[src/core/ifc_pkg.sv]
// Constants for the interrupt flag and edge control block
`default_nettype none
// How it works
// - Control bit 15 set selects the alternate vector table, clear the standard one.
// - Control bit 14 reads 1 while a disable-interrupts instruction runs, else 0, reset 0.
// - Control bits 13 to 5 always read zero.
// - Control bits 4 to 0 are the edge polarity bits of external inputs 4 to 0.
// - Polarity 1 raises the request on a falling edge, polarity 0 on a rising edge.
// - A flag bit reads 1 once its source has requested, 0 while none has.
// - All implemented bits reset to 0 and are read/write, except the status bit.
// - Flags 0: bit 15 zero; 14..8 dma1, adc1, uart1 tx, uart1 rx, spi1, spi1 fault, timer3.
// - Flags 0: 7..0 timer2, compare2, capture2, dma0, timer1, compare1, capture1, ext0.
// - Flags 1: 15..8 uart2 tx, uart2 rx, ext2, timer5, timer4, compare4, compare3, dma2.
// - Flags 1: 7..3 capture8, capture7, adc2, ext1, change notice; 2 zero; 1..0 i2c1.
// - Flags 2: 15 timer6, 14 dma4, 13 zero, 12..9 compare 8 to 5.
// - Flags 2: 8..5 capture 6 to 3, 4 dma3, 3 can1 event.
// - Flags 2: 2 can1 receive ready, 1 spi2 event, 0 spi2 error.
package ifc_pkg;
    // ==================================================
    // Register indices on the plain register port
    localparam logic [2:0] OFS_CTRL   = 3'h0;
    localparam logic [2:0] OFS_FLAGS0 = 3'h1;
    localparam logic [2:0] OFS_FLAGS1 = 3'h2;
    localparam logic [2:0] OFS_FLAGS2 = 3'h3;
    localparam logic [2:0] OFS_MASK0  = 3'h4;
    localparam logic [2:0] OFS_MASK1  = 3'h5;
    localparam logic [2:0] OFS_MASK2  = 3'h6;
    // ==================================================
    // Control register field positions
    localparam int CTRL_ALT_BIT  = 15;
    localparam int CTRL_DIS_BIT  = 14;
    localparam int NUM_EXT       = 5;
    // ==================================================
    // Implemented bits of each flag register
    localparam logic [15:0] IMPL_FLAGS0 = 16'h7FFF;
    localparam logic [15:0] IMPL_FLAGS1 = 16'hFFFB;
    localparam logic [15:0] IMPL_FLAGS2 = 16'hDFFF;
    // Positions of the external request flags
    localparam int EXT0_FLAG_BIT = 0;
    localparam int EXT1_FLAG_BIT = 4;
    localparam int EXT2_FLAG_BIT = 13;
    // ==================================================
    // Reset values
    localparam logic [15:0] RST_FLAGS = 16'h0000;
    localparam logic [15:0] RST_MASK  = 16'h0000;
    localparam logic [4:0]  RST_POL   = 5'h00;
    localparam logic        RST_ALT   = 1'b0;
endpackage : ifc_pkg
`default_nettype wire

[src/core/ifc_flag_ctrl.sv]
// Interrupt control, edge polarity and flag status registers
//
// Decided for this implementation: strobed register access and the register offsets.
`default_nettype none
module ifc_flag_ctrl (
    input  wire logic        core_clk,
    input  wire logic        nrst,
    // Register port
    input  wire logic [2:0]  reg_addr,
    input  wire logic [15:0] reg_wdata,
    input  wire logic        reg_wr,
    input  wire logic        reg_rd,
    output logic      [15:0] reg_rdata,
    // Core side
    input  wire logic        irq_disable_active,
    output logic             alternate_table_select,
    output logic             irq,
    // External interrupt pins, asynchronous
    input  wire logic [4:0]  ext_irq_pin,
    output logic      [4:0]  ext_irq_edge,
    // Peripheral requests, one-cycle pulses
    input  wire logic [15:0] periph_req0,
    input  wire logic [15:0] periph_req1,
    input  wire logic [15:0] periph_req2
);

    // ==================================================
    // State
    typedef struct packed {
        logic             alt;
        logic             dis_status;
        logic [4:0]       pol;
        logic [2:0][15:0] flags;
        logic [2:0][15:0] mask;
        logic [4:0]       sync1;
        logic [4:0]       sync2;
        logic [4:0]       prev;
        logic [15:0]      rdata;
    } ifc_state_t;

    ifc_state_t s_q;
    ifc_state_t s_d;

    // ==================================================
    // Edge detection per external input
    logic [4:0] edge_hit;

    genvar g;
    generate
        for (g = 0; g < ifc_pkg::NUM_EXT; g++) begin : g_edge
            logic rise;
            logic fall;
            // Only the second sync stage is looked at
            assign rise = s_q.sync2[g] & ~s_q.prev[g];
            assign fall = ~s_q.sync2[g] & s_q.prev[g];
            // Polarity 1 picks the falling edge
            assign edge_hit[g] = s_q.pol[g] ? fall : rise;
        end
    endgenerate

    // ==================================================
    // Request vectors per flag register
    logic [2:0][15:0] req;
    logic [2:0][15:0] impl;
    logic [2:0]       wr_hit;

    always_comb begin
        impl[0] = ifc_pkg::IMPL_FLAGS0;
        impl[1] = ifc_pkg::IMPL_FLAGS1;
        impl[2] = ifc_pkg::IMPL_FLAGS2;
        req[0] = periph_req0;
        req[1] = periph_req1;
        req[2] = periph_req2;
        // External flags come from the edge logic only
        req[0][ifc_pkg::EXT0_FLAG_BIT] =
            edge_hit[0];
        req[1][ifc_pkg::EXT1_FLAG_BIT] =
            edge_hit[1];
        req[1][ifc_pkg::EXT2_FLAG_BIT] =
            edge_hit[2];
        wr_hit[0] = reg_wr
            && (reg_addr == ifc_pkg::OFS_FLAGS0);
        wr_hit[1] = reg_wr
            && (reg_addr == ifc_pkg::OFS_FLAGS1);
        wr_hit[2] = reg_wr
            && (reg_addr == ifc_pkg::OFS_FLAGS2);
    end

    // ==================================================
    // Next state
    logic [15:0] ctrl_view;

    always_comb begin
        ctrl_view = 16'h0000;
        ctrl_view[ifc_pkg::CTRL_ALT_BIT] = s_q.alt;
        ctrl_view[ifc_pkg::CTRL_DIS_BIT] =
            s_q.dis_status;
        ctrl_view[4:0] = s_q.pol;
    end

    always_comb begin
        s_d = s_q;
        // Two-stage synchroniser on the pins
        s_d.sync1 = ext_irq_pin;
        s_d.sync2 = s_q.sync1;
        s_d.prev  = s_q.sync2;
        // Status bit follows the core, not writable
        s_d.dis_status = irq_disable_active;
        if (reg_wr && reg_addr == ifc_pkg::OFS_CTRL) begin
            s_d.alt = reg_wdata[ifc_pkg::CTRL_ALT_BIT];
            s_d.pol = reg_wdata[4:0];
        end
        for (int i = 0; i < 3; i++) begin
            // Write stores ones and zeros; set wins
            if (wr_hit[i]) begin
                s_d.flags[i] = reg_wdata & impl[i];
            end
            s_d.flags[i] = s_d.flags[i]
                | (req[i] & impl[i]);
        end
        if (reg_wr && reg_addr == ifc_pkg::OFS_MASK0) begin
            s_d.mask[0] = reg_wdata & impl[0];
        end
        if (reg_wr && reg_addr == ifc_pkg::OFS_MASK1) begin
            s_d.mask[1] = reg_wdata & impl[1];
        end
        if (reg_wr && reg_addr == ifc_pkg::OFS_MASK2) begin
            s_d.mask[2] = reg_wdata & impl[2];
        end
        // Read data stand only in the cycle after
        s_d.rdata = 16'h0000;
        if (reg_rd) begin
            unique case (reg_addr)
                ifc_pkg::OFS_CTRL: begin
                    s_d.rdata = ctrl_view;
                end
                ifc_pkg::OFS_FLAGS0: begin
                    s_d.rdata = s_q.flags[0];
                end
                ifc_pkg::OFS_FLAGS1: begin
                    s_d.rdata = s_q.flags[1];
                end
                ifc_pkg::OFS_FLAGS2: begin
                    s_d.rdata = s_q.flags[2];
                end
                ifc_pkg::OFS_MASK0: begin
                    s_d.rdata = s_q.mask[0];
                end
                ifc_pkg::OFS_MASK1: begin
                    s_d.rdata = s_q.mask[1];
                end
                ifc_pkg::OFS_MASK2: begin
                    s_d.rdata = s_q.mask[2];
                end
                // Unmapped index reads as zero
                default: begin
                    s_d.rdata = 16'h0000;
                end
            endcase
        end
    end

    // ==================================================
    // State register
    always_ff @(posedge core_clk or negedge nrst) begin
        if (!nrst) begin
            s_q.alt   <= ifc_pkg::RST_ALT;
            s_q.dis_status <= 1'b0;
            s_q.pol   <= ifc_pkg::RST_POL;
            s_q.flags <= {3{ifc_pkg::RST_FLAGS}};
            s_q.mask  <= {3{ifc_pkg::RST_MASK}};
            s_q.sync1 <= 5'h00;
            s_q.sync2 <= 5'h00;
            s_q.prev  <= 5'h00;
            s_q.rdata <= 16'h0000;
        end else begin
            s_q <= s_d;
        end
    end

    // ==================================================
    // Outputs
    assign reg_rdata = s_q.rdata;
    assign alternate_table_select = s_q.alt;
    // Edge pulse lets ext 3 and 4 reach flags held elsewhere
    assign ext_irq_edge = edge_hit;
    // Level interrupt while any unmasked flag is set
    assign irq = |((s_q.flags[0] & s_q.mask[0])
                 | (s_q.flags[1] & s_q.mask[1])
                 | (s_q.flags[2] & s_q.mask[2]));
endmodule : ifc_flag_ctrl
`default_nettype wire

[config.mk]
export PLATFORM = sky130hd
export DESIGN_NAME = ifc_flag_ctrl
export DESIGN_NICKNAME = d
export VERILOG_FILES = /design/src/core/ifc_pkg.sv /design/src/core/ifc_flag_ctrl.sv
export SDC_FILE = /design/constraint.sdc
export NUM_CORES = 1
export LEC_CHECK = 0
export CAP_MARGIN = 20
export CELL_PAD_IN_SITES_DETAIL_PLACEMENT = 0
export CELL_PAD_IN_SITES_GLOBAL_PLACEMENT = 1
export CORE_AREA = 3 3 107 212
export CTS_BUF_LIST = sky130_fd_sc_hd__clkbuf_2 sky130_fd_sc_hd__clkbuf_4 sky130_fd_sc_hd__clkbuf_8
export DETAILED_ROUTE_END_ITERATION = 12
export DIE_AREA = 0 0 110 215
export DONT_BUFFER_PORTS = 1
export PLACE_DENSITY = 0.58
export SYNTH_ARGS = -nofsm -noshare
export SYNTH_HDL_FRONTEND = slang
export SYNTH_SLANG_ARGS = --single-unit
[constraint.sdc]
create_clock -name core_clk -period 1.8 [get_ports core_clk]
set_input_delay 0.27 -clock core_clk [delete_from_list [all_inputs] [get_ports core_clk]]
set_output_delay 0.27 -clock core_clk [all_outputs]
set_load 0.1 [all_outputs]
Yosys cells after proc, flatten, opt, wreduce, memory -nomap -nowiden
Cells that the tools add are included.
{ "word_totals": {"ff_bits": 131, "in_bits": 77, "word_cells": 66} }
{ "op_classes": {"eq_ne": 6, "muxes": 10, "bitwise_logic": 28, "n_reduce_logical": 9} }
{ "op_table": {"columns": ["op", "n"], "rows": [
  ["one-hot mux 16 bit (7 select lines)", 1],
  ["two-way mux 16 bit", 4],
  ["OR 16 bit", 4],
  ["AND 16 bit", 2],
  ["AND 16 x 15 -> 16 bit", 1],
  ["OR 16 x 15 -> 16 bit", 1],
  ["OR reduction 16 bit", 1],
  ["AND 1 bit", 10],
  ["NOT 1 bit", 10],
  ["equality test 3 bit, second input constant", 3],
  ["logical AND 1 bit", 7],
  ["equality test 3 x 2 -> 1 bit, second input constant", 2],
  ["two-way mux 1 bit", 5],
  ["equality test 3 x 1 -> 1 bit, second input constant", 1],
  ["zero test 3 bit", 1]
]} }

Depth between registers and ports, before layout
Gate-level depths: netlist of run 1.
{ "depth": {"ltp_word": 4, "mapped_depth": 7, "ltp_nobuf": 4} }

Worst setup path before layout of run 1
OpenSTA, ideal clock, no wires.
{ "synth_path": {"kind": "register -> register", "start": "register s_q[18] in the netlist's numbering", "end": "register s_q[108] in the netlist's numbering", "t_arrival_ns": 2.868, "required_time_ns": 1.721, "setup_slack_ns": -1.147, "stages_incl_launch_ff": 4, "path_cell_list": "dfrtp_1 > nand2b_1 > o21ai_0 > nand3b_1"} }
{ "synth_lines": {"columns": ["element", "line_no", "source"], "rows": [
  ["start, declared", "ifc_flag_ctrl.sv:41", "ifc_state_t s_q;"]
]} }

Worst setup path after layout of run 1
{ "layout_path": {"start": "register s_q[93] in the netlist's numbering", "end": "output irq"} }
{ "layout_via": {"elab_chain_cells": 4} }
{ "layout_rtl": {"columns": ["element", "line_no", "source"], "rows": [
  ["AND 16 x 15 -> 16 bit", "ifc_flag_ctrl.sv:188", "assign irq = |((s_q.flags[0] & s_q.mask[0])"],
  ["OR 16 bit", "ifc_flag_ctrl.sv:189", "| (s_q.flags[1] & s_q.mask[1])"],
  ["OR 16 bit", "ifc_flag_ctrl.sv:190", "| (s_q.flags[2] & s_q.mask[2]));"],
  ["OR reduction 16 bit", "ifc_flag_ctrl.sv:188", null],
  ["end, declared", "ifc_flag_ctrl.sv:17", "output logic irq,"]
]} }
Every way passes these cells.

==> metrics.txt, run 1 <==
# TYPE chip_impl_metric gauge
chip_impl_metric{name="power_leakage",unit="nW"} 3.58
chip_impl_metric{name="pwr-share-comb",unit="%"} 23.2
chip_impl_metric{name="fin_ws",unit="ns"} -0.727
chip_impl_info{name="uppermost_signal_routing_layer_after_detailed_routing",value="met4"} 1
chip_impl_metric{name="cp.required",unit="ns"} 1.53
chip_impl_metric{name="finalSetupViolations",unit=""} 1
chip_impl_metric{name="worst_ir_drop_vdd",unit="mV"} 0.453
chip_impl_metric{name="routed-wl-met2",unit="mm"} 11.8
chip_impl_metric{name="synthArstFlopShare",unit="%"} 100
chip_impl_metric{name="ys_ff_latch",unit=""} 128
chip_impl_metric{name="cellPowerDensity",unit="nW/um2"} 954
chip_impl_metric{name="relSlewSlack",unit="%"} 36.7
chip_impl_metric{name="avgSynthCellArea",unit="um2"} 11.7
chip_impl_metric{name="p_sw",unit="W"} 0.00235
chip_impl_metric{name="layout-area-overhead-vs-synth",unit="%"} 38.4
chip_impl_metric{name="finish.cell_count_without_fillers",unit=""} 989
chip_impl_info{name="synth_flop_cell",value="sky130_fd_sc_hd__dfrtp_1"} 1
chip_impl_info{name="critical_path_startpoint_category",value="register"} 1
chip_impl_metric{name="top_level_ports",unit=""} 100
chip_impl_info{name="hold_path.class",value="in -> async"} 1
chip_impl_metric{name="core_area",unit="um2"} 21100
chip_impl_metric{name="routed_wl",unit="mm"} 21.9
chip_impl_info{name="status",value="finished with violations"} 1
chip_impl_metric{name="drt-pass1-iter-count",unit=""} 4
chip_impl_metric{name="ys.warnings.count",unit=""} 0
chip_impl_metric{name="final_period_minus_worst_setup_slack",unit="ns"} 2.53
chip_impl_metric{name="final_nets",unit=""} 784
chip_impl_metric{name="fp.dieW",unit="um"} 110
chip_impl_metric{name="grt.total_usage",unit="%"} 19.6
chip_impl_metric{name="fmax",unit="GHz"} 0.396
chip_impl_metric{name="height_of_the_chip",unit="um"} 215
chip_impl_metric{name="number_of_synthesized_flops_with_an_enable_pin",unit=""} 0
chip_impl_metric{name="initial_utilization",unit="%"} 28.9
chip_impl_info{name="cts-root-buf",value="sky130_fd_sc_hd__clkbuf_8"} 1
chip_impl_metric{name="postSynthNetCount",unit=""} 597
chip_impl_metric{name="drcViolationCount",unit=""} 0
chip_impl_metric{name="sw_frac_of_total",unit="%"} 29.2
chip_impl_metric{name="route.layer.met1.wl",unit="mm"} 7.66
chip_impl_metric{name="clkPwrFrac",unit="%"} 33.5
chip_impl_metric{name="holdWs",unit="ns"} -0.505
chip_impl_metric{name="drive_gt1_share",unit="%"} 31.0
chip_impl_info{name="clock_tree_from_tritoncts",value="done"} 1
chip_impl_metric{name="final.setup.tns",unit="ns"} -0.727
chip_impl_info{name="rsz_0062_raised_after_global_routing",value="yes"} 1
chip_impl_metric{name="met3RoutedLength",unit="mm"} 1.22
chip_impl_metric{name="wire_length_of_the_first_global_routing_pass",unit="mm"} 33.7
chip_impl_metric{name="port-buffer-count",unit=""} 0
chip_impl_metric{name="placement_rows",unit=""} 75
chip_impl_metric{name="num_vias",unit=""} 4937
chip_impl_info{name="crit_path_end_kind",value="primary output"} 1
chip_impl_metric{name="worst-slew-pin-transition",unit="ns"} 0.949
chip_impl_metric{name="path_clk_slew",unit="ns"} 0.08
chip_impl_metric{name="max-cap-violations",unit=""} 0
chip_impl_metric{name="grt_pass1_vias",unit=""} 5653
chip_impl_metric{name="power.share.sequential",unit="%"} 43.3
chip_impl_metric{name="power_report.internal_total",unit="W"} 0.00571
chip_impl_metric{name="drt_iter0_markers",unit=""} 298
chip_impl_metric{name="grt.overflow.total",unit=""} 0
chip_impl_metric{name="final_cell_area",unit="um2"} 8450
chip_impl_metric{name="routed_via_density",unit=""} 4.99
chip_impl_metric{name="post-route-util",unit="%"} 40.0
chip_impl_metric{name="syn_area",unit="um2"} 6100
chip_impl_metric{name="tritoncts_num_sinks",unit=""} 128
chip_impl_metric{name="dp_slack",unit="ns"} -0.316
chip_impl_metric{name="drv_slew",unit=""} 0
chip_impl_info{name="layout.cells.most_common",value="sky130_fd_sc_hd__dfrtp_1"} 1
chip_impl_metric{name="clock_skew",unit="ns"} 0.00920
chip_impl_metric{name="final_min_period_over_clock_period",unit="%"} 140
chip_impl_metric{name="placedCellCount",unit=""} 850
chip_impl_metric{name="avg_wl_per_cell",unit="um"} 22.1
chip_impl_metric{name="timing.reg2reg.setup_slack",unit="ns"} 0.38
chip_impl_metric{name="gp_routability_congestion",unit=""} 0.830
chip_impl_metric{name="max-clock-path-buffers",unit=""} 2
chip_impl_metric{name="synth_seq_area_share",unit="%"} 52.5
chip_impl_metric{name="postRouteAntennaNets",unit=""} 0
chip_impl_metric{name="design.die.area",unit="um2"} 23700
chip_impl_info{name="commonest_cells_after_routing_fill_and_taps_aside",value="sky130_fd_sc_hd__dfrtp_1 (128), sky130_fd_sc_hd__dlygate4sd3_1 (107), sky130_fd_sc_hd__buf_4 (105)"} 1
chip_impl_metric{name="hold_viol_final",unit=""} 128
chip_impl_metric{name="grt_max_degree",unit=""} 129
chip_impl_metric{name="cp.arrival",unit="ns"} 2.26
chip_impl_metric{name="netlist-cell-type-count",unit=""} 44
chip_impl_metric{name="cp_max_fo",unit=""} 2
chip_impl_metric{name="tritoncts_buffer_count",unit=""} 17
chip_impl_metric{name="placed_cell_area",unit="um2"} 6940
chip_impl_metric{name="postSynthCellCount",unit=""} 520
chip_impl_info{name="criticalPathCategory",value="reg -> out"} 1
chip_impl_metric{name="cts-htree-levels",unit=""} 4
chip_impl_metric{name="antenna_violations_before_repair",unit=""} 1
chip_impl_metric{name="clk-insertion-delay-late",unit="ns"} 0.46
chip_impl_metric{name="dp.final_hpwl",unit="mm"} 14.4
chip_impl_metric{name="holdBufCountCts",unit=""} 107
chip_impl_info{name="failed_checks",value="hold timing, setup timing"} 1
chip_impl_metric{name="postCtsSetupBuffers",unit=""} 0
==> state kept, by name, summed over array words and instances, names as in the netlist <==
signal and count:
s_d 10, reg_rdata 16, alternate_table_select 1, s_q 95, ctrl_view 6
==> metal layers <==
| layer | track usage [%] | vias to the layer above |
|---|---|---|
| met3 | 4.98 | 58 |
| met2 | 34.0 | 158 |
| met1 | 20.8 | 2503 |
| li1 | - | 2218 |
| met5 | 0 | - |
| met4 | 11.4 | 0 |
==> path summary, 6_finish.rpt <==
| check | from | end | cells past startpoint |
|---|---|---|---|
| min in group core_clk | reg_addr[0] | reg_rdata[1]$_DFF_PN0_ | 3 |
| setup / recovery | s_q[93]$_DFF_PN0_ | irq | 4 |
| setup reg to reg | s_q[109]$_DFF_PN0_ | s_q[109]$_DFF_PN0_ | 4 |
| max in group asynchronous | nrst | ctrl_view[14]$_DFF_PN0_ | 0 |
| hold / removal | nrst | s_q[60]$_DFFE_PN0P_ | 0 |
| hold reg to reg | s_d[25]$_DFF_PN0_ | s_d[20]$_DFF_PN0_ | 0 |
==> Yosys cell counts (4+ instances only) <==
| master | number | area (um2) |
|---|---|---|
| sky130_fd_sc_hd__nand2_1 | 100 | 375 |
| sky130_fd_sc_hd__buf_6 | 6 | 67.6 |
| sky130_fd_sc_hd__mux2i_1 | 7 | 70.1 |
| sky130_fd_sc_hd__nor2b_1 | 4 | 25.0 |
| sky130_fd_sc_hd__a221oi_2 | 6 | 90.1 |
| sky130_fd_sc_hd__a21oi_1 | 13 | 65.1 |
| sky130_fd_sc_hd__buf_4 | 22 | 165 |
| sky130_fd_sc_hd__nor2_1 | 5 | 18.8 |
| sky130_fd_sc_hd__o21ai_0 | 5 | 25.0 |
| sky130_fd_sc_hd__a22oi_1 | 21 | 158 |
| sky130_fd_sc_hd__dfrtp_1 | 128 | 3200 |
| sky130_fd_sc_hd__mux2_1 | 6 | 67.6 |
| sky130_fd_sc_hd__mux2_2 | 51 | 574 |
| sky130_fd_sc_hd__nand2b_1 | 9 | 56.3 |
| sky130_fd_sc_hd__o2bb2ai_1 | 4 | 35.0 |
| sky130_fd_sc_hd__nand3b_1 | 50 | 375 |
| sky130_fd_sc_hd__mux2_4 | 12 | 180 |
| sky130_fd_sc_hd__a22o_1 | 17 | 149 |
| sky130_fd_sc_hd__buf_2 | 12 | 60.1 |
| sky130_fd_sc_hd__a2bb2oi_1 | 5 | 43.8 |
==> final cells by class <==
class / instances / area (um2)
clock buffers: 25 / 313
well taps: 269 / 337
multi-input cells: 347 / 2620
clock inverters: 6 / 105
flip-flops and latches: 128 / 3200
fillers: 2066 / 12700
repair buffers: 213 / 1870
diodes: 1 / 2.50
==> cells by family (layout without fill, tap and decap cells) <==
kind of cell | Yosys count | after routing | share of synthesized area, %
and+or+nand+nor | 190 | 190 | 17.1
DFF | 128 | 128 | 52.5
AOI/OAI and AO/OA | 81 | 81 | 10.6
muxes | 76 | 76 | 14.6
buffers and inverters | 45 | 244 | 5.13
other | 0 | 1 | 0
==> power groups by stage <==
stage	Sequential, W	Combinational (W)	Clock (W)
after floorplan	0.00350	0.00115	0
after global placement	0.00352	0.00166	0
after detailed placement	0.00353	0.00168	0
after CTS	0.00348	0.00188	0.00276
after global routing	0.00353	0.00199	0.00286
final	0.00349	0.00187	0.00270
==> worst max-delay path: stages, from the launching register on <==
cell and delay, ns:
sky130_fd_sc_hd__dfrtp_1 0.40, sky130_fd_sc_hd__a222oi_1 0.40, sky130_fd_sc_hd__buf_4 0.19, sky130_fd_sc_hd__nand4_1 0.16, sky130_fd_sc_hd__or4_4 0.65
==> repair_timing <==
item | 4_1_cts | 5_1_grt
endpoints found under the hold margin | 236 | 128
endpoints found under the setup margin | 1 | 15
pin swaps | 0 | 2
resized for setup | 1 | 3
==> per-stage QoR <==
step	total power (W)	hold WS, ns
final	0.00806	-0.505
after detailed placement	0.00521	-0.0207
after global placement	0.00518	-0.0203
after CTS	0.00812	-0.534
after floorplan	0.00466	-0.0256
after global routing	0.00837	-0.537
(Power assumes the default switching activity.)
==> run 2, diff against run 1 <==
CORE_AREA = 3 3 167 136   (was 3 3 107 212)
DIE_AREA = 0 0 170 139   (was 0 0 110 215)
==> run 2 against run 1 <==
The run still ends with hold timing, setup timing left. Final area grew 0.79%. Wire length shrank 4.8%. Non-clock buffer count grew 5. Sequential share of layout area shrank 0.30 points. First-iteration DRC count grew 23%. Critical endpoint unchanged. Highest routed layer unchanged.
==> metrics.txt, run 2 (synthesis gave the netlist of run 1 again) <==
# TYPE chip_impl_metric gauge
chip_impl_metric{name="power_leakage",unit="nW"} 3.60
chip_impl_metric{name="fp.dieW",unit="um"} 170
chip_impl_metric{name="tritoncts_buffer_count",unit=""} 17
chip_impl_metric{name="grt_max_degree",unit=""} 129
chip_impl_info{name="rsz_0062_raised_after_global_routing",value="yes"} 1
chip_impl_metric{name="top_level_ports",unit=""} 100
chip_impl_metric{name="hold_viol_final",unit=""} 128
chip_impl_info{name="global_route_hottest_layer",value="met2"} 1
chip_impl_metric{name="power_report.internal_total",unit="W"} 0.00573
chip_impl_metric{name="final.setup.tns",unit="ns"} -0.701
chip_impl_metric{name="holdWs",unit="ns"} -0.472
chip_impl_metric{name="p_sw",unit="W"} 0.00238
chip_impl_metric{name="fin_total_pwr",unit="W"} 0.00811
chip_impl_metric{name="post-route-util",unit="%"} 39.8
chip_impl_info{name="critical_path.slowest_cell",value="sky130_fd_sc_hd__or4_4"} 1
chip_impl_metric{name="global_route.usage.met1",unit="%"} 25.1
chip_impl_metric{name="initial_utilization",unit="%"} 28.5
chip_impl_metric{name="wire_length_of_the_first_global_routing_pass",unit="mm"} 32.2
chip_impl_metric{name="pwr-share-comb",unit="%"} 23.0
chip_impl_metric{name="final-seq-area",unit="um2"} 3200
chip_impl_info{name="cts-root-buf",value="sky130_fd_sc_hd__clkbuf_8"} 1
chip_impl_metric{name="core_area",unit="um2"} 21400
chip_impl_metric{name="grt.total_usage",unit="%"} 18.1
chip_impl_metric{name="cp_max_fo",unit=""} 3
chip_impl_info{name="clock_tree_from_tritoncts",value="done"} 1
chip_impl_metric{name="grt_pass1_vias",unit=""} 5405
chip_impl_info{name="critical_path_startpoint_category",value="register"} 1
chip_impl_metric{name="max-cap-violations",unit=""} 0
chip_impl_metric{name="final_nets",unit=""} 789
chip_impl_metric{name="power.share.sequential",unit="%"} 42.9
chip_impl_info{name="cp_cell_sequence",value="a222oi_1 -> nand4_1 -> or4_4"} 1
chip_impl_metric{name="multi_input_combinational_cell_area",unit="um2"} 2620
chip_impl_metric{name="finalSetupViolations",unit=""} 1
chip_impl_metric{name="max-clock-path-buffers",unit=""} 2
chip_impl_info{name="crit_path_end_kind",value="primary output"} 1
chip_impl_metric{name="cellPowerDensity",unit="nW/um2"} 953
chip_impl_metric{name="gp_routability_congestion",unit=""} 0.816
chip_impl_metric{name="fin_ws",unit="ns"} -0.701
chip_impl_info{name="status",value="finished with violations"} 1
chip_impl_metric{name="flip_flop_count_of_the_largest_register_after_layout",unit=""} 95
chip_impl_metric{name="grt.overflow.total",unit=""} 0
chip_impl_metric{name="holdBufCountCts",unit=""} 107
chip_impl_metric{name="drt_iter0_markers",unit=""} 367
chip_impl_metric{name="path_clk_slew",unit="ns"} 0.08
chip_impl_metric{name="dp.final_hpwl",unit="mm"} 13.7
chip_impl_metric{name="layout-area-overhead-vs-synth",unit="%"} 39.5
chip_impl_metric{name="drv_slew",unit=""} 0
chip_impl_metric{name="grt_util_met2",unit="%"} 27.7
chip_impl_metric{name="worst_ir_drop_vdd",unit="mV"} 0.362
chip_impl_info{name="commonest_cells_after_routing_fill_and_taps_aside",value="sky130_fd_sc_hd__dfrtp_1 (128), sky130_fd_sc_hd__buf_4 (110), sky130_fd_sc_hd__dlygate4sd3_1 (107)"} 1
chip_impl_metric{name="num_vias",unit=""} 4901
chip_impl_metric{name="finish.cell_count_without_fillers",unit=""} 1000
chip_impl_metric{name="placement_rows",unit=""} 48
chip_impl_metric{name="layout.filler_cells",unit=""} 2113
chip_impl_metric{name="worst-slew-pin-transition",unit="ns"} 0.656
chip_impl_metric{name="final_period_minus_worst_setup_slack",unit="ns"} 2.50
chip_impl_metric{name="antenna_violations_before_repair",unit=""} 0
chip_impl_metric{name="routed_wl",unit="mm"} 20.8
chip_impl_info{name="hold_path.class",value="in -> async"} 1
chip_impl_metric{name="fmax",unit="GHz"} 0.400
chip_impl_metric{name="cp.arrival",unit="ns"} 2.23
chip_impl_info{name="criticalPathCategory",value="reg -> out"} 1
chip_impl_metric{name="clock_skew",unit="ns"} 0.00915
chip_impl_info{name="failed_checks",value="hold timing, setup timing"} 1
chip_impl_metric{name="drt-pass1-iter-count",unit=""} 4
chip_impl_metric{name="cts-htree-levels",unit=""} 4
chip_impl_metric{name="drive_gt1_share",unit="%"} 31.4
chip_impl_metric{name="height_of_the_chip",unit="um"} 139
chip_impl_metric{name="design.die.area",unit="um2"} 23600
chip_impl_info{name="max_flop_register",value="s_q"} 1
chip_impl_metric{name="clk-insertion-delay-late",unit="ns"} 0.44
chip_impl_metric{name="cp.required",unit="ns"} 1.53
chip_impl_metric{name="n_antenna_cell",unit=""} 0
chip_impl_metric{name="critPathMaxStageDelay",unit="ns"} 0.67
chip_impl_metric{name="placedCellCount",unit=""} 860
chip_impl_metric{name="avg_wl_per_cell",unit="um"} 20.8
chip_impl_metric{name="routed_via_density",unit=""} 4.90
chip_impl_metric{name="port-buffer-count",unit=""} 0
chip_impl_metric{name="relSlewSlack",unit="%"} 56.3
chip_impl_metric{name="postRouteAntennaNets",unit=""} 0
chip_impl_metric{name="drcViolationCount",unit=""} 0
chip_impl_metric{name="tritoncts_num_sinks",unit=""} 128
chip_impl_metric{name="sw_frac_of_total",unit="%"} 29.3
chip_impl_metric{name="final_min_period_over_clock_period",unit="%"} 139
chip_impl_metric{name="groute.layer.met3.usage",unit="%"} 4.99
chip_impl_metric{name="clkPwrFrac",unit="%"} 34.1
chip_impl_info{name="layout.cells.most_common",value="sky130_fd_sc_hd__dfrtp_1"} 1
run 2: changes by cell type in the layout (fill, tap and decap cells not counted), moves of 2 or more:
| cell | change |
|---|---|
| sky130_fd_sc_hd__clkbuf_8 | -2 |
| sky130_fd_sc_hd__clkinv_4 | +4 |
| sky130_fd_sc_hd__clkinvlp_4 | +3 |
| sky130_fd_sc_hd__buf_4 | +5 |
| sky130_fd_sc_hd__clkbuf_4 | -4 |
run 2: cell type report:
| type | count | share of cell area [%] |
|---|---|---|
| clock inverter | 13 | 2.20 |
| tap | 275 | 4.04 |
| sequential | 128 | 37.6 |
| clock buffer | 19 | 3.00 |
| multi-input combinational | 347 | 30.7 |
| timing repair buffer | 218 | 22.4 |
run 2: critical path, delay by kind of cell, from the launching register on:
family,cells,cell delay [ns]
flip-flops,1,0.40
AO/OA/AOI/OAI,1,0.45
AND/OR/NAND/NOR,2,0.94
run 2: metrics by stage:
| step | worst slack, ns | area, um2 |
|---|---|---|
| after floorplan | -0.0438 | 6120 |
| after global placement | -0.202 | 6980 |
| after detailed placement | -0.229 | 6980 |
| after CTS | -0.702 | 8500 |
| after global routing | -0.781 | 8510 |
| final | -0.701 | 8510 |
run 2: what timing repair did:
action / in CTS / in global routing
gates resized for setup: 1 / 1
endpoints found under the setup margin: 1 / 6
hold endpoints to repair: 234 / 128
cloned: 0 / 0
buffers inserted: 0 / 0
run 2: power groups by stage:
stage | Combinational, W | Sequential, W | Clock (W)
final | 0.00187 | 0.00348 | 0.00277
after global routing | 0.00200 | 0.00352 | 0.00297
after CTS | 0.00187 | 0.00347 | 0.00283
after detailed placement | 0.00168 | 0.00352 | 0
after global placement | 0.00166 | 0.00351 | 0
after floorplan | 0.00115 | 0.00350 | 0
run 2: routing by layer:
layer  up-vias  routed length, um
met3        30               1370
met4         0                323
li1       2232                  -
met2       165               9430
met5         -                  0
met1      2474               9710
run 2: final timing paths:
path	startpoint	to	slack (ns)	depth (start not counted)
hold reg to reg	s_d[23]$_DFF_PN0_	s_d[18]$_DFF_PN0_	0.35	0
min in group core_clk	reg_addr[1]	reg_rdata[1]$_DFF_PN0_	0.03	2
setup reg to reg	s_q[114]$_DFF_PN0_	s_q[114]$_DFF_PN0_	0.41	4
setup / recovery	s_q[93]$_DFF_PN0_	irq	-0.70	3
hold / removal	nrst	s_q[122]$_DFF_PN0_	-0.47	0
max in group asynchronous	nrst	s_q[56]$_DFFE_PN0P_	2.06	0
==> run 3, diff against run 2 <==
BUFFER_PORTS_ARGS = -buffer_cell sky130_fd_sc_hd__buf_2   (was default)
DONT_BUFFER_PORTS = default   (was 1)
MAX_ROUTING_LAYER = met4   (was default)
PLACE_DENSITY = 0.63   (was 0.58)
==> run 3 against run 2 <==
The flow finishes with violations (setup timing). Combinational power up 13%. Critical path depth up 2. Sequential share of layout area is 0.57 points higher. Clock power down 11%. Global-route usage rose by 0.17 points. Fmax decreased by 2.1%. Die area unchanged.
==> metrics.txt, run 3 (synthesis gave the netlist of run 1 again) <==
# TYPE chip_impl_metric gauge
chip_impl_info{name="cp_cell_sequence",value="a22o_1 -> a221oi_2 -> nand4_1 -> or4_4 -> buf_12"} 1
chip_impl_metric{name="n_antenna_cell",unit=""} 0
chip_impl_metric{name="avg_wl_per_cell",unit="um"} 19.7
chip_impl_metric{name="critPathMaxStageDelay",unit="ns"} 0.51
chip_impl_metric{name="final_min_period_over_clock_period",unit="%"} 142
chip_impl_info{name="layout.cells.most_common",value="sky130_fd_sc_hd__buf_4"} 1
chip_impl_info{name="hp-start",value="periph_req0[14]"} 1
chip_impl_metric{name="cellPowerDensity",unit="nW/um2"} 958
chip_impl_metric{name="grt_pass1_vias",unit=""} 5399
chip_impl_metric{name="worst_ir_drop_vdd",unit="mV"} 0.473
chip_impl_info{name="rsz_0062_raised_after_global_routing",value="yes"} 1
chip_impl_metric{name="final_period_minus_worst_setup_slack",unit="ns"} 2.55
chip_impl_metric{name="drt_iter0_markers",unit=""} 415
chip_impl_metric{name="port-buffer-count",unit=""} 93
chip_impl_metric{name="cts-htree-levels",unit=""} 4
chip_impl_metric{name="fmax",unit="GHz"} 0.391
chip_impl_metric{name="dp.final_hpwl",unit="mm"} 15.1
chip_impl_metric{name="antenna_violations_before_repair",unit=""} 0
chip_impl_info{name="cts-root-buf",value="sky130_fd_sc_hd__clkbuf_8"} 1
chip_impl_metric{name="max-clock-path-buffers",unit=""} 2
chip_impl_metric{name="finalSetupViolations",unit=""} 1
chip_impl_info{name="critical_path_startpoint_category",value="register"} 1
chip_impl_info{name="startpoint",value="s_q[68]$_DFFE_PN0P_"} 1
chip_impl_metric{name="fin_total_pwr",unit="W"} 0.00803
chip_impl_metric{name="holdWs",unit="ns"} 0.0271
chip_impl_metric{name="drive_gt1_share",unit="%"} 44.7
chip_impl_info{name="status",value="finished with violations"} 1
chip_impl_metric{name="drv_slew",unit=""} 0
chip_impl_metric{name="cp.required",unit="ns"} 1.53
chip_impl_metric{name="relSlewSlack",unit="%"} 66.1
chip_impl_info{name="critical_path.reg2reg.startpoint",value="s_q[42]$_DFFE_PN0P_"} 1
chip_impl_metric{name="max-cap-violations",unit=""} 0
chip_impl_metric{name="grt.total_usage",unit="%"} 18.3
chip_impl_metric{name="drt-pass1-iter-count",unit=""} 5
chip_impl_info{name="hold_path.class",value="in -> reg"} 1
chip_impl_metric{name="num_vias",unit=""} 4999
chip_impl_metric{name="grt_max_degree",unit=""} 50
chip_impl_info{name="commonest_cells_after_routing_fill_and_taps_aside",value="sky130_fd_sc_hd__buf_4 (129), sky130_fd_sc_hd__dfrtp_1 (128), sky130_fd_sc_hd__nand2_1 (100)"} 1
chip_impl_metric{name="routed_via_density",unit=""} 4.83
chip_impl_metric{name="top_level_ports",unit=""} 100
chip_impl_metric{name="initial_utilization",unit="%"} 28.5
chip_impl_metric{name="layout.filler_cells",unit=""} 2105
chip_impl_metric{name="gp_routability_congestion",unit=""} 0.912
chip_impl_metric{name="placement_rows",unit=""} 48
chip_impl_metric{name="core_area",unit="um2"} 21400
chip_impl_metric{name="hold_viol_final",unit=""} 0
chip_impl_metric{name="cp_max_fo",unit=""} 2
chip_impl_info{name="crit_path_end_kind",value="primary output"} 1
chip_impl_info{name="criticalPathCategory",value="reg -> out"} 1
chip_impl_metric{name="flip_flop_count_of_the_largest_register_after_layout",unit=""} 95
chip_impl_metric{name="finish.cell_count_without_fillers",unit=""} 1034
chip_impl_metric{name="wire_length_of_the_first_global_routing_pass",unit="mm"} 31.8
chip_impl_info{name="clock_tree_from_tritoncts",value="done"} 1
chip_impl_metric{name="final_nets",unit=""} 823
chip_impl_metric{name="cp.arrival",unit="ns"} 2.28
chip_impl_metric{name="fin_ws",unit="ns"} -0.755
chip_impl_metric{name="power_leakage",unit="nW"} 3.85
chip_impl_info{name="max_flop_register",value="s_q"} 1
chip_impl_metric{name="grt.overflow.total",unit=""} 0
chip_impl_metric{name="routed_wl",unit="mm"} 20.4
chip_impl_metric{name="drcViolationCount",unit=""} 0
chip_impl_metric{name="clk-insertion-delay-late",unit="ns"} 0.45
chip_impl_metric{name="height_of_the_chip",unit="um"} 139
chip_impl_metric{name="tritoncts_buffer_count",unit=""} 17
chip_impl_metric{name="tritoncts_num_sinks",unit=""} 128
chip_impl_info{name="critical_path.slowest_cell",value="sky130_fd_sc_hd__or4_4"} 1
chip_impl_metric{name="post-route-util",unit="%"} 39.2
chip_impl_metric{name="worst-slew-pin-transition",unit="ns"} 0.507
chip_impl_metric{name="placedCellCount",unit=""} 970
chip_impl_metric{name="design.die.area",unit="um2"} 23600
chip_impl_metric{name="clock_skew",unit="ns"} 0.00737
chip_impl_metric{name="fp.dieW",unit="um"} 170
chip_impl_metric{name="postRouteAntennaNets",unit=""} 0
chip_impl_metric{name="path_clk_slew",unit="ns"} 0.08
chip_impl_info{name="failed_checks",value="setup timing"} 1
chip_impl_metric{name="layout-area-overhead-vs-synth",unit="%"} 37.5
## run 3: cell types whose count changed in the layout (fill, tap and decap cells not counted), sizes merged
cell	before	now
buf	111	223
bufinv	4	1
clkinv	6	3
clkinvlp	3	4
dlygate4sd3	107	29
inv	0	5
## run 3: cell type report
cell class / count / area [um2] / area share, %
multi-input combinational: 347 / 2620 / 31.2
tap: 275 / 344 / 4.10
clock buffer: 19 / 262 / 3.12
clock inverter: 13 / 129 / 1.54
timing repair buffer: 252 / 1840 / 21.9
sequential: 128 / 3200 / 38.2
## run 3: repair_timing
action,CTS,global route
setup endpoints to repair,6,3
cloned,0,0
buffers inserted,0,3
hold buffers,24,5
pin swaps,1,5
resized for setup,10,3
endpoints found under the hold margin,42,5
## run 3: report_power, final
group | switching (W) | total [W] | leakage (nW) | internal, W
logic | 0.00109 | 0.00211 | 2.24 | 0.00102
clock network | 0.00126 | 0.00246 | 0.188 | 0.00119
registers | 0.000248 | 0.00346 | 1.42 | 0.00322
## run 3: worst paths after layout
check                                           to  slack (ns)  cells after the start
max                                            irq       -0.75                      5
min                              s_q[93]$_DFF_PN0_        0.03                      2
max reg2reg                reg_rdata[11]$_DFF_PN0_        0.40                      4
min reg2reg                      s_d[16]$_DFF_PN0_        0.35                      0
max in group asynchronous   reg_rdata[8]$_DFF_PN0_        0.95                      3
min in group asynchronous        s_q[93]$_DFF_PN0_        0.27                      2
## run 3: layer usage
metal | vias to the layer above | share of wire (%) | track usage (%)
met3 | 26 | 4.6 | 3.70
met4 | 0 | 1.8 | 5.55
met2 | 135 | 45 | 27.0
li1 | 2307 | - | -
met1 | 2531 | 49 | 25.4
met5 | - | 0 | -
## run 3: worst max-delay path, delay by kind of cell, from the launching register on
kind	cells	cell delay, ns
compound gates	2	0.49
flops	1	0.40
buf+inv	1	0.19
simple gates	2	0.75
## run 3: per-stage QoR
| step | TNS [ns] | worst slack, ns | instance area, um2 |
|---|---|---|---|
| after global routing | -0.798 | -0.798 | 8390 |
| after CTS | -0.776 | -0.776 | 8300 |
| after detailed placement | -0.388 | -0.388 | 7640 |
| after global placement | -2.02 | -0.364 | 7630 |
| after floorplan | -0.0438 | -0.0438 | 6120 |
| final | -0.755 | -0.755 | 8390 |
